[src/vcq_pkg.sv]
// Purpose: Shared constants for the volatile configuration register block
// Assumes: Serial register commands arrive single lane, SPI mode 0
// Notes:   Register addresses below are local choices for this block

package vcq_pkg;

    // ------------------------------------------------------------
    // Command opcodes
    // ------------------------------------------------------------
    localparam logic [7:0] VCQ_OPC_READ_ANY = 8'h65; // Read any register
    localparam logic [7:0] VCQ_OPC_WRITE_ANY = 8'h71; // Write any register

    // ------------------------------------------------------------
    // Register address map
    // ------------------------------------------------------------
    localparam int VCQ_ADDR_BYTES = 3; // Address length in bytes
    localparam logic [23:0] VCQ_ADDR_VCFG1 = 24'h000102; // Volatile config one

    // ------------------------------------------------------------
    // Field positions of the volatile configuration register
    // ------------------------------------------------------------
    localparam int VCQ_BIT_FREEZE = 0; // Protection lock
    localparam int VCQ_BIT_QUAD = 1; // Four-lane data width
    localparam int VCQ_BIT_PARAM_LOC = 2; // Parameter location shadow
    localparam int VCQ_BIT_PROT_SEL = 3; // Protect select shadow
    localparam int VCQ_BIT_PROT_START = 5; // Protect start shadow

    // ------------------------------------------------------------
    // Reset values and timing
    // ------------------------------------------------------------
    localparam logic [7:0] VCQ_BYTE_ZERO = 8'h00; // Reserved and idle value
    localparam int VCQ_DUMMY_BYTES = 1; // Read latency, eight cycles
    localparam int VCQ_SYNC_STAGES = 2; // Pin synchroniser depth
    localparam int VCQ_PIN_COUNT = 5; // Sampled pins

    // Pin order inside the synchroniser bank
    localparam int VCQ_PIN_SCK = 0;
    localparam int VCQ_PIN_CS = 1;
    localparam int VCQ_PIN_SI = 2;
    localparam int VCQ_PIN_WP = 3;
    localparam int VCQ_PIN_IO3 = 4;

    // Command decoder states
    typedef enum logic [2:0] {
        VCQ_ST_IDLE,
        VCQ_ST_OPCODE,
        VCQ_ST_ADDR,
        VCQ_ST_DUMMY,
        VCQ_ST_RDATA,
        VCQ_ST_WDATA,
        VCQ_ST_IGNORE
    } vcq_state_e;

endpackage

[src/vcq_link_if.sv]
// Purpose: Carrier between the serial front end and the register core
// Assumes: Both ends run on the system clock
// Notes:   All signals are already synchronised to clk

`timescale 1ns/100ps

interface vcq_link_if;
    logic frame_act; // Chip select low, synchronised
    logic frame_end; // Pulse on chip select rising
    logic byte_stb; // Pulse, one received byte complete
    logic [7:0] rx_byte; // Received byte, valid with byte_stb
    logic tx_load; // Pulse, load a byte for output
    logic [7:0] tx_byte; // Byte to send, valid with tx_load
    logic wp_n_s; // Synchronised write-protect pin
    logic io3_s; // Synchronised reset-capable pin

    // Serial front end
    modport phy (
        output frame_act, frame_end, byte_stb, rx_byte, wp_n_s, io3_s,
        input tx_load, tx_byte
    );

    // Register core
    modport core (
        input frame_act, frame_end, byte_stb, rx_byte, wp_n_s, io3_s,
        output tx_load, tx_byte
    );
endinterface

[src/vcq_spi_phy.sv]
// Purpose: Serial front end, samples pins and shifts bytes in and out
// Assumes: SPI mode 0, serial clock well below a quarter of clk
// Notes:   Output changes one sync delay after each falling serial edge but the one that ends the load byte

`timescale 1ns/100ps

module vcq_spi_phy
    import vcq_pkg::*;
(
    input wire logic clk, // System clock
    input wire logic rst_n, // Async reset, active low
    input wire logic sck, // Serial clock pin
    input wire logic cs_n, // Chip select pin, active low
    input wire logic si, // Serial data in
    input wire logic wp_n, // Write-protect pin, data line two
    input wire logic io3, // Reset-capable pin, data line three
    output logic so, // Serial data out
    output logic so_oe, // Output enable for so
    vcq_link_if.phy link // Toward the register core
);

    // ------------------------------------------------------------
    // Pin synchronisers
    // ------------------------------------------------------------
    logic [VCQ_PIN_COUNT-1:0] pins; // Raw pin vector
    logic [VCQ_PIN_COUNT-1:0] sync_q [VCQ_SYNC_STAGES]; // Sync chain
    logic [VCQ_PIN_COUNT-1:0] seen_q; // Previous synced value
    assign pins = {io3, wp_n, si, cs_n, sck};

    // Each pin gets its own two-stage chain; only stage two is read
    genvar g;
    generate
        for (g = 0; g < VCQ_SYNC_STAGES; g++) begin : g_sync
            always_ff @(posedge clk or negedge rst_n) begin
                if (!rst_n) begin
                    sync_q[g] <= '1;
                end else begin
                    sync_q[g] <= (g == 0) ? pins : sync_q[(g == 0) ? 0 : g-1];
                end
            end
        end
    endgenerate

    // Delayed copy for edge detection
    always_ff @(posedge clk or negedge rst_n) begin
        if (!rst_n) begin
            seen_q <= '1;
        end else begin
            seen_q <= sync_q[VCQ_SYNC_STAGES-1];
        end
    end

    // ------------------------------------------------------------
    // Edge decode
    // ------------------------------------------------------------
    wire [VCQ_PIN_COUNT-1:0] cur = sync_q[VCQ_SYNC_STAGES-1]; // Synced pins
    wire act = !cur[VCQ_PIN_CS]; // Frame active
    wire sck_rise = act && cur[VCQ_PIN_SCK] && !seen_q[VCQ_PIN_SCK];
    wire sck_fall = act && !cur[VCQ_PIN_SCK] && seen_q[VCQ_PIN_SCK];
    wire cs_rise = cur[VCQ_PIN_CS] && !seen_q[VCQ_PIN_CS];

    // ------------------------------------------------------------
    // Receive shifter
    // ------------------------------------------------------------
    logic [7:0] rx_q; // Receive shift register
    logic [2:0] bit_q; // Bit count inside a byte
    logic stb_q; // Byte complete pulse
    logic end_q; // Frame end pulse

    // Bits are taken on rising serial edges, count restarts per frame
    always_ff @(posedge clk or negedge rst_n) begin
        if (!rst_n) begin
            rx_q <= VCQ_BYTE_ZERO;
            bit_q <= '0;
            stb_q <= 1'b0;
        end else if (!act) begin
            bit_q <= '0;
            stb_q <= 1'b0;
        end else begin
            stb_q <= sck_rise && (bit_q == 3'h7);
            if (sck_rise) begin
                rx_q <= {rx_q[6:0], cur[VCQ_PIN_SI]};
                bit_q <= bit_q + 3'h1;
            end
        end
    end

    // Chip select rise closes the frame
    always_ff @(posedge clk or negedge rst_n) begin
        if (!rst_n) begin
            end_q <= 1'b0;
        end else begin
            end_q <= cs_rise;
        end
    end

    // ------------------------------------------------------------
    // Transmit shifter
    // ------------------------------------------------------------
    logic [7:0] tx_q; // Transmit shift register
    logic hold_q; // Skip the falling edge that ends the load byte

    // A load places the first bit at once; later falling edges shift
    always_ff @(posedge clk or negedge rst_n) begin
        if (!rst_n) begin
            tx_q <= VCQ_BYTE_ZERO;
            hold_q <= 1'b0;
            so <= 1'b0;
            so_oe <= 1'b0;
        end else if (!act) begin
            hold_q <= 1'b0;
            so_oe <= 1'b0;
        end else if (link.tx_load) begin
            tx_q <= {link.tx_byte[6:0], 1'b0};
            so <= link.tx_byte[7];
            so_oe <= 1'b1;
            hold_q <= 1'b1;
        end else if (sck_fall) begin
            if (hold_q) begin
                hold_q <= 1'b0;
            end else begin
                so <= tx_q[7];
                tx_q <= {tx_q[6:0], 1'b0};
            end
        end
    end

    assign link.frame_act = act;
    assign link.frame_end = end_q;
    assign link.byte_stb = stb_q;
    assign link.rx_byte = rx_q;
    assign link.wp_n_s = cur[VCQ_PIN_WP];
    assign link.io3_s = cur[VCQ_PIN_IO3];
endmodule

[src/vcq_volatile_cfg.sv]
// Purpose: Volatile configuration register one with quad width and lock
// Assumes: Non-volatile store and otp logic sit outside on the same clock
// Notes:   Shadow bits are read live from the non-volatile image

`timescale 1ns/100ps

module vcq_volatile_cfg
    import vcq_pkg::*;
(
    input wire logic clk, // System clock, 40 MHz
    input wire logic rst_n, // Power-on reset, async, active low
    input wire logic sck, // Serial clock pin
    input wire logic cs_n, // Chip select pin, active low
    input wire logic si, // Serial data in pin
    input wire logic wp_n, // Write-protect pin, data line two in quad
    input wire logic io3, // Reset pin, data line three in quad
    output logic so, // Serial data out pin
    output logic so_oe, // Output enable for so
    input wire logic [7:0] nv_config_one, // Non-volatile config image
    input wire logic nv_quad_wr, // Pulse, non-volatile quad bit written
    input wire logic io3_reset_en, // Reset function of io3 enabled
    input wire logic qpi_mode, // Four-lane instruction mode active
    input wire logic sw_reset, // Pulse, software reset
    input wire logic otp_prog_req, // Pulse, otp program attempt
    input wire logic otp_in_area, // Program address inside otp area
    output logic quad_mode_q, // Four-lane data width selected
    output logic freeze_q, // Protection lock, protect bits frozen
    output logic wp_n_eff_q, // Write-protect level seen inside
    output logic hw_reset_q, // Hardware reset from io3, high while io3 is held low outside a quad frame
    output logic otp_prog_ok_q, // Pulse, otp program may proceed
    output logic prog_error_set_q // Pulse, set program-error flag
);

    // ------------------------------------------------------------
    // Front end
    // ------------------------------------------------------------
    vcq_link_if link (); // Synced serial events

    vcq_spi_phy u_phy (
        .clk(clk),
        .rst_n(rst_n),
        .sck(sck),
        .cs_n(cs_n),
        .si(si),
        .wp_n(wp_n),
        .io3(io3),
        .so(so),
        .so_oe(so_oe),
        .link(link)
    );

    // ------------------------------------------------------------
    // Command decoder
    // ------------------------------------------------------------
    vcq_state_e st_q; // Decoder state
    vcq_state_e st_d; // Next state
    logic [23:0] addr_q; // Collected register address
    logic [1:0] cnt_q; // Address or dummy byte count
    logic rd_q; // Current command is a read
    logic wr_pend_q; // Write waits for frame end
    logic [7:0] wdata_q; // Captured write byte
    logic load_pend_q; // Default load pending after reset

    // Address compare used by both the read and the write path
    function automatic logic hit_vcfg(input logic [23:0] a);
        return a == VCQ_ADDR_VCFG1;
    endfunction

    wire [23:0] addr_next = {addr_q[15:0], link.rx_byte}; // Shift in byte
    wire last_addr = (cnt_q == 2'(VCQ_ADDR_BYTES - 1)); // Final addr byte
    wire last_dummy = (cnt_q == 2'(VCQ_DUMMY_BYTES - 1)); // Final dummy
    wire opc_rd = (link.rx_byte == VCQ_OPC_READ_ANY);
    wire opc_wr = (link.rx_byte == VCQ_OPC_WRITE_ANY);

    // Read image: reserved bits zero, shadows live from the non-volatile image
    wire [7:0] rd_image = {
        2'b00,
        nv_config_one[VCQ_BIT_PROT_START],
        1'b0,
        nv_config_one[VCQ_BIT_PROT_SEL],
        nv_config_one[VCQ_BIT_PARAM_LOC],
        quad_mode_q,
        freeze_q
    };

    // Next-state logic; unknown opcodes sit in VCQ_ST_IGNORE until chip select rises
    always_comb begin
        st_d = st_q;
        if (!link.frame_act) begin
            st_d = VCQ_ST_IDLE;
        end else if (link.byte_stb) begin
            case (st_q)
                VCQ_ST_IDLE, VCQ_ST_OPCODE: begin
                    st_d = (opc_rd || opc_wr) ? VCQ_ST_ADDR : VCQ_ST_IGNORE;
                end
                VCQ_ST_ADDR: begin
                    if (last_addr) begin
                        st_d = rd_q ? VCQ_ST_DUMMY : VCQ_ST_WDATA;
                    end
                end
                VCQ_ST_DUMMY: begin
                    st_d = last_dummy ? VCQ_ST_RDATA : VCQ_ST_DUMMY;
                end
                VCQ_ST_RDATA: begin
                    st_d = VCQ_ST_RDATA;
                end
                VCQ_ST_WDATA: begin
                    st_d = VCQ_ST_IGNORE;
                end
                default: begin
                    st_d = VCQ_ST_IGNORE;
                end
            endcase
        end
    end

    // State and byte counter
    always_ff @(posedge clk or negedge rst_n) begin
        if (!rst_n) begin
            st_q <= VCQ_ST_IDLE;
            cnt_q <= '0;
        end else begin
            st_q <= st_d;
            if (st_d != st_q) begin
                cnt_q <= '0;
            end else if (link.byte_stb) begin
                cnt_q <= cnt_q + 2'h1;
            end
        end
    end

    // Opcode and address capture
    always_ff @(posedge clk or negedge rst_n) begin
        if (!rst_n) begin
            rd_q <= 1'b0;
            addr_q <= '0;
        end else if (link.byte_stb) begin
            if (st_q == VCQ_ST_IDLE) begin
                rd_q <= opc_rd;
            end
            if (st_q == VCQ_ST_ADDR) begin
                addr_q <= addr_next;
            end
        end
    end

    // Reads reload the image each byte so repeated bytes stay current
    always_ff @(posedge clk or negedge rst_n) begin
        if (!rst_n) begin
            link.tx_load <= 1'b0;
            link.tx_byte <= VCQ_BYTE_ZERO;
        end else begin
            link.tx_load <= link.byte_stb && (st_d == VCQ_ST_RDATA);
            link.tx_byte <= hit_vcfg(addr_q) ? rd_image : VCQ_BYTE_ZERO;
        end
    end

    // A write is only held here; it lands at chip select rise
    always_ff @(posedge clk or negedge rst_n) begin
        if (!rst_n) begin
            wr_pend_q <= 1'b0;
            wdata_q <= VCQ_BYTE_ZERO;
        end else if (link.frame_end) begin
            wr_pend_q <= 1'b0;
        end else if (link.byte_stb && st_q == VCQ_ST_WDATA && hit_vcfg(addr_q)) begin
            wr_pend_q <= 1'b1;
            wdata_q <= link.rx_byte;
        end
    end

    // ------------------------------------------------------------
    // Hardware reset through the reset-capable pin
    // ------------------------------------------------------------
    // The pin is data line three only inside a quad frame
    wire io3_is_reset = !link.frame_act || !quad_mode_q;
    wire hw_rst_req = io3_reset_en && io3_is_reset && !link.io3_s;

    always_ff @(posedge clk or negedge rst_n) begin
        if (!rst_n) begin
            hw_reset_q <= 1'b0;
        end else begin
            hw_reset_q <= hw_rst_req;
        end
    end

    // ------------------------------------------------------------
    // Register update
    // ------------------------------------------------------------
    wire commit = wr_pend_q && link.frame_end;
    // Lock can be raised but never dropped by a write
    wire freeze_wr = freeze_q | wdata_q[VCQ_BIT_FREEZE];
    // Quad is writable under lock; refused clear while qpi is on
    wire quad_keep = qpi_mode && quad_mode_q;
    wire quad_wr = wdata_q[VCQ_BIT_QUAD] | quad_keep;
    wire four_lane_default = nv_config_one[VCQ_BIT_QUAD] | quad_keep;

    // Default load is caught by a clock after reset, never at async time
    always_ff @(posedge clk or negedge rst_n) begin
        if (!rst_n) begin
            load_pend_q <= 1'b1;
        end else begin
            load_pend_q <= hw_reset_q;
        end
    end

    // Lock: loaded from default, cleared only by power or hardware reset
    always_ff @(posedge clk or negedge rst_n) begin
        if (!rst_n) begin
            freeze_q <= 1'b0;
        end else if (hw_reset_q) begin
            freeze_q <= 1'b0;
        end else if (load_pend_q) begin
            freeze_q <= nv_config_one[VCQ_BIT_FREEZE];
        end else if (commit) begin
            freeze_q <= freeze_wr;
        end
    end

    // Quad width: default on load and software reset, then host writes, else default on nv_quad_wr
    always_ff @(posedge clk or negedge rst_n) begin
        if (!rst_n) begin
            quad_mode_q <= 1'b0;
        end else if (load_pend_q || sw_reset) begin
            quad_mode_q <= four_lane_default;
        end else if (commit) begin
            quad_mode_q <= quad_wr;
        end else if (nv_quad_wr) begin
            quad_mode_q <= four_lane_default;
        end
    end

    // ------------------------------------------------------------
    // Write-protect pin and otp guard
    // ------------------------------------------------------------
    // In quad the pin carries data, so its level is ignored
    always_ff @(posedge clk or negedge rst_n) begin
        if (!rst_n) begin
            wp_n_eff_q <= 1'b1;
        end else begin
            wp_n_eff_q <= quad_mode_q | link.wp_n_s;
        end
    end

    // Lock turns an otp program inside the area into an error
    wire otp_blocked = freeze_q && otp_in_area;

    always_ff @(posedge clk or negedge rst_n) begin
        if (!rst_n) begin
            otp_prog_ok_q <= 1'b0;
            prog_error_set_q <= 1'b0;
        end else begin
            otp_prog_ok_q <= otp_prog_req && !otp_blocked;
            prog_error_set_q <= otp_prog_req && otp_blocked;
        end
    end
endmodule

[config.mk]
export PLATFORM = sky130hd
export DESIGN_NAME = vcq_volatile_cfg
export DESIGN_NICKNAME = d
export VERILOG_FILES = /design/src/vcq_pkg.sv /design/src/vcq_link_if.sv /design/src/vcq_spi_phy.sv /design/src/vcq_volatile_cfg.sv
export SDC_FILE = /design/constraint.sdc
export NUM_CORES = 1
export LEC_CHECK = 0
export CORE_MARGIN = 8
export CORE_UTILIZATION = 50
export CTS_CLUSTER_SIZE = 10
export DETAILED_ROUTE_END_ITERATION = 10
export DONT_BUFFER_PORTS = 1
export MAX_ROUTING_LAYER = met4
export PLACE_DENSITY = 0.75
export SYNTH_ARGS = -nofsm -noshare
export SYNTH_HDL_FRONTEND = slang
export SYNTH_SLANG_ARGS = --single-unit
[constraint.sdc]
create_clock -name clk -period 4.37 [get_ports clk]
set_input_delay 0.874 -clock clk [delete_from_list [all_inputs] [get_ports clk]]
set_output_delay 0.874 -clock clk [all_outputs]
set_load 0.1 [all_outputs]
==> impl_metrics.json <==
{
  "grt_pass1_wl_um": 9100,
  "routedWlPerCell_um": 15.6,
  "path_class": "reg -> out",
  "tightest_slew_ns": 1.05,
  "core_area_um2": 6310,
  "clock-sinks": 81,
  "hpwl_um": 3470,
  "antenna_left": 0,
  "fin_crit_ns": 2.22,
  "rsz0062_at_grt": "no",
  "final_util_pct": 55.7,
  "async_flop_share_pct": 100,
  "p_leak_nw": 1.64,
  "fmax_ghz": 0.449,
  "drc_errors": 0,
  "maxSlewHeadroom_pct": 30.1,
  "status": "completed",
  "vias": 1785,
  "cts_hold_buf": 0,
  "syn_avg_cell_area_um2": 13.2,
  "synth_top_cell_by_area": "dfrtp_1",
  "holdWs_ns": 0.217,
  "diodes": 0,
  "final_cell_mix": "dfrtp_1 (67), mux2_1 (26), nand2_1 (15), o21ai_0 (14), dfstp_2 (14)",
  "post_cts_buffers": 0,
  "fp-row-count": 29,
  "fin_nets": 274,
  "grt_pass1_vias": 1850,
  "viasPerCell": 5.39,
  "yosys-top-cells-area": "dfrtp_1 (51%), dfstp_2 (11%), mux2_1 (9.0%)",
  "setup_tns_ns": 0,
  "grt_max_degree": 82,
  "ys.flop_type": "dfrtp_1",
  "finalWirelength_um": 5150,
  "drtPass1Iterations": 4,
  "antenna_found_initial": 0,
  "initialDrtViolationCount": 74,
  "synthToLayoutAreaGrowth_pct": 7.95,
  "worst_setup_path_end_kind": "output pin",
  "critPathMaxFanout": 5,
  "gp_congestion": 0.818,
  "met2_length_um": 2480,
  "setup-violations-final": 0,
  "power_density_nw_per_um2": 416,
  "clkLatencyLatePin_ns": 0.35,
  "io_pins": 29,
  "vdd_ir_drop_max_mv": 0.423,
  "synth.distinct_cells": 48,
  "syn-cell-area_um2": 3260,
  "worstPathArrival_ns": 1.35,
  "cts_tree": "yes",
  "required_ns": 3.50,
  "maxSlewViolCount": 0,
  "clock-root-buffer": "clkbuf_8",
  "h-tree-depth": 3,
  "hold_class": "in -> async",
  "wl_met3_um": 210,
  "synth_edf_count": 0,
  "initial_core_util_pct": 51.6,
  "hold_viol": 0,
  "portBuffers": 0,
  "startpoint_type": "flop",
  "clockBufferDepth": 2,
  "layout-drive-gt1-share_pct": 16.5,
  "die_w_um": 96.7,
  "layout_commonest_cell": "dfrtp_1",
  "die-area_um2": 9360,
  "syn_nets": 272,
  "netlist_instances": 247,
  "grt_util_all_layers_pct": 12.2,
  "cts-buffers-inserted": 9,
  "ctsResizeCount": 0,
  "clock_skew_ns": 0.00708,
  "wl_met1_um": 2410,
  "grt_overflow": 0,
  "die_y_um": 96.7,
  "clk_pin_slew_ns": 0.08,
  "drv_cap": 0,
  "synth-seq-cells": 81,
  "yosysWarnings": 0,
  "seq_area_frac_synth_pct": 62.7,
  "highest_layer": "met4",
  "period_share_pct": 50.9,
  "synth_top_cell_area_share_pct": 51.4
}
## worst paths after layout
check,from,endpoint,slack [ns],depth (start not counted)
setup / recovery,freeze_q$_DFFE_PN0P_,freeze_q,2.15,0
hold / removal,rst_n,addr_q[9]$_DFFE_PN0P_,0.22,0
setup reg to reg,st_q[2]$_DFF_PN0_,addr_q[10]$_DFFE_PN0P_,2.26,3
hold reg to reg,u_phy.sync_q[6]$_DFF_PN1_,u_phy.cur[1]$_DFF_PN1_,0.35,0
max in group asynchronous,rst_n,u_phy.sync_q[7]$_DFF_PN1_,3.94,0
min in group clk,u_phy.sync_q[6]$_DFF_PN1_,u_phy.cur[1]$_DFF_PN1_,0.35,0
## metal layers
metal	track usage (%)	up-vias
met5	-	-
met4	4.62	0
met3	4.69	5
met2	18.2	25
met1	14.7	895
li1	-	860
## logic make-up (layout without fill, tap and decap cells)
family	Yosys count	after routing	share of synthesized area [%]
and+or+nand+nor	71	71	13.0
xor gates and xnor gates	3	3	0.806
buffers and inverters	15	22	2.00
DFF	81	81	62.7
AOI/OAI and AO/OA	32	32	6.10
adders and majority gates	4	4	1.54
muxes	41	41	13.9
## final cells by class
class / instances / area [um2]
fill: 540 / 2800
sequential: 81 / 2040
multi-input combinational: 151 / 1150
clock buffer: 10 / 138
tap: 77 / 96.3
clock inverter: 6 / 67.6
inverter: 6 / 22.5
## cell usage after synthesis, types with 6 or more instances
| library cell | number |
|---|---|
| and2_1 | 6 |
| clkbuf_1 | 6 |
| dfrtp_1 | 67 |
| dfstp_2 | 14 |
| inv_1 | 6 |
| mux2_1 | 26 |
| mux2_2 | 7 |
| mux2i_1 | 8 |
| nand2_1 | 15 |
| nand2b_1 | 7 |
| nor2_1 | 11 |
| nor2b_1 | 7 |
| o21ai_0 | 14 |
## power by group
part	internal (mW)	leakage, nW	switching (mW)
clock network	0.280	0.0985	0.263
logic	0.0345	0.475	0.0184
registers	0.794	1.07	0.0738
## through the flow
stage | worst slack (ns) | instance area [um2] | power, mW | cells
after floorplan | 2.57 | 3260 | 0.915 | 247
after global placement | 2.28 | 3310 | 0.931 | 315
after detailed placement | 2.26 | 3310 | 0.936 | 315
after CTS | 2.12 | 3520 | 1.48 | 331
after global routing | 2.06 | 3520 | 1.52 | 331
final | 2.15 | 3520 | 1.46 | 331
## state kept, by name, summed over array words and instances (netlist names), 2 cells and up
signal,count
u_phy.tx_q,7
u_phy.bit_q,3
link.tx_byte,5
u_phy.seen_q,2
st_q,3
wdata_q,2
addr_q,24
cnt_q,2
u_phy.cur,5
u_phy.link.rx_byte,8
u_phy.sync_q,5
(Power assumes the default switching activity.)
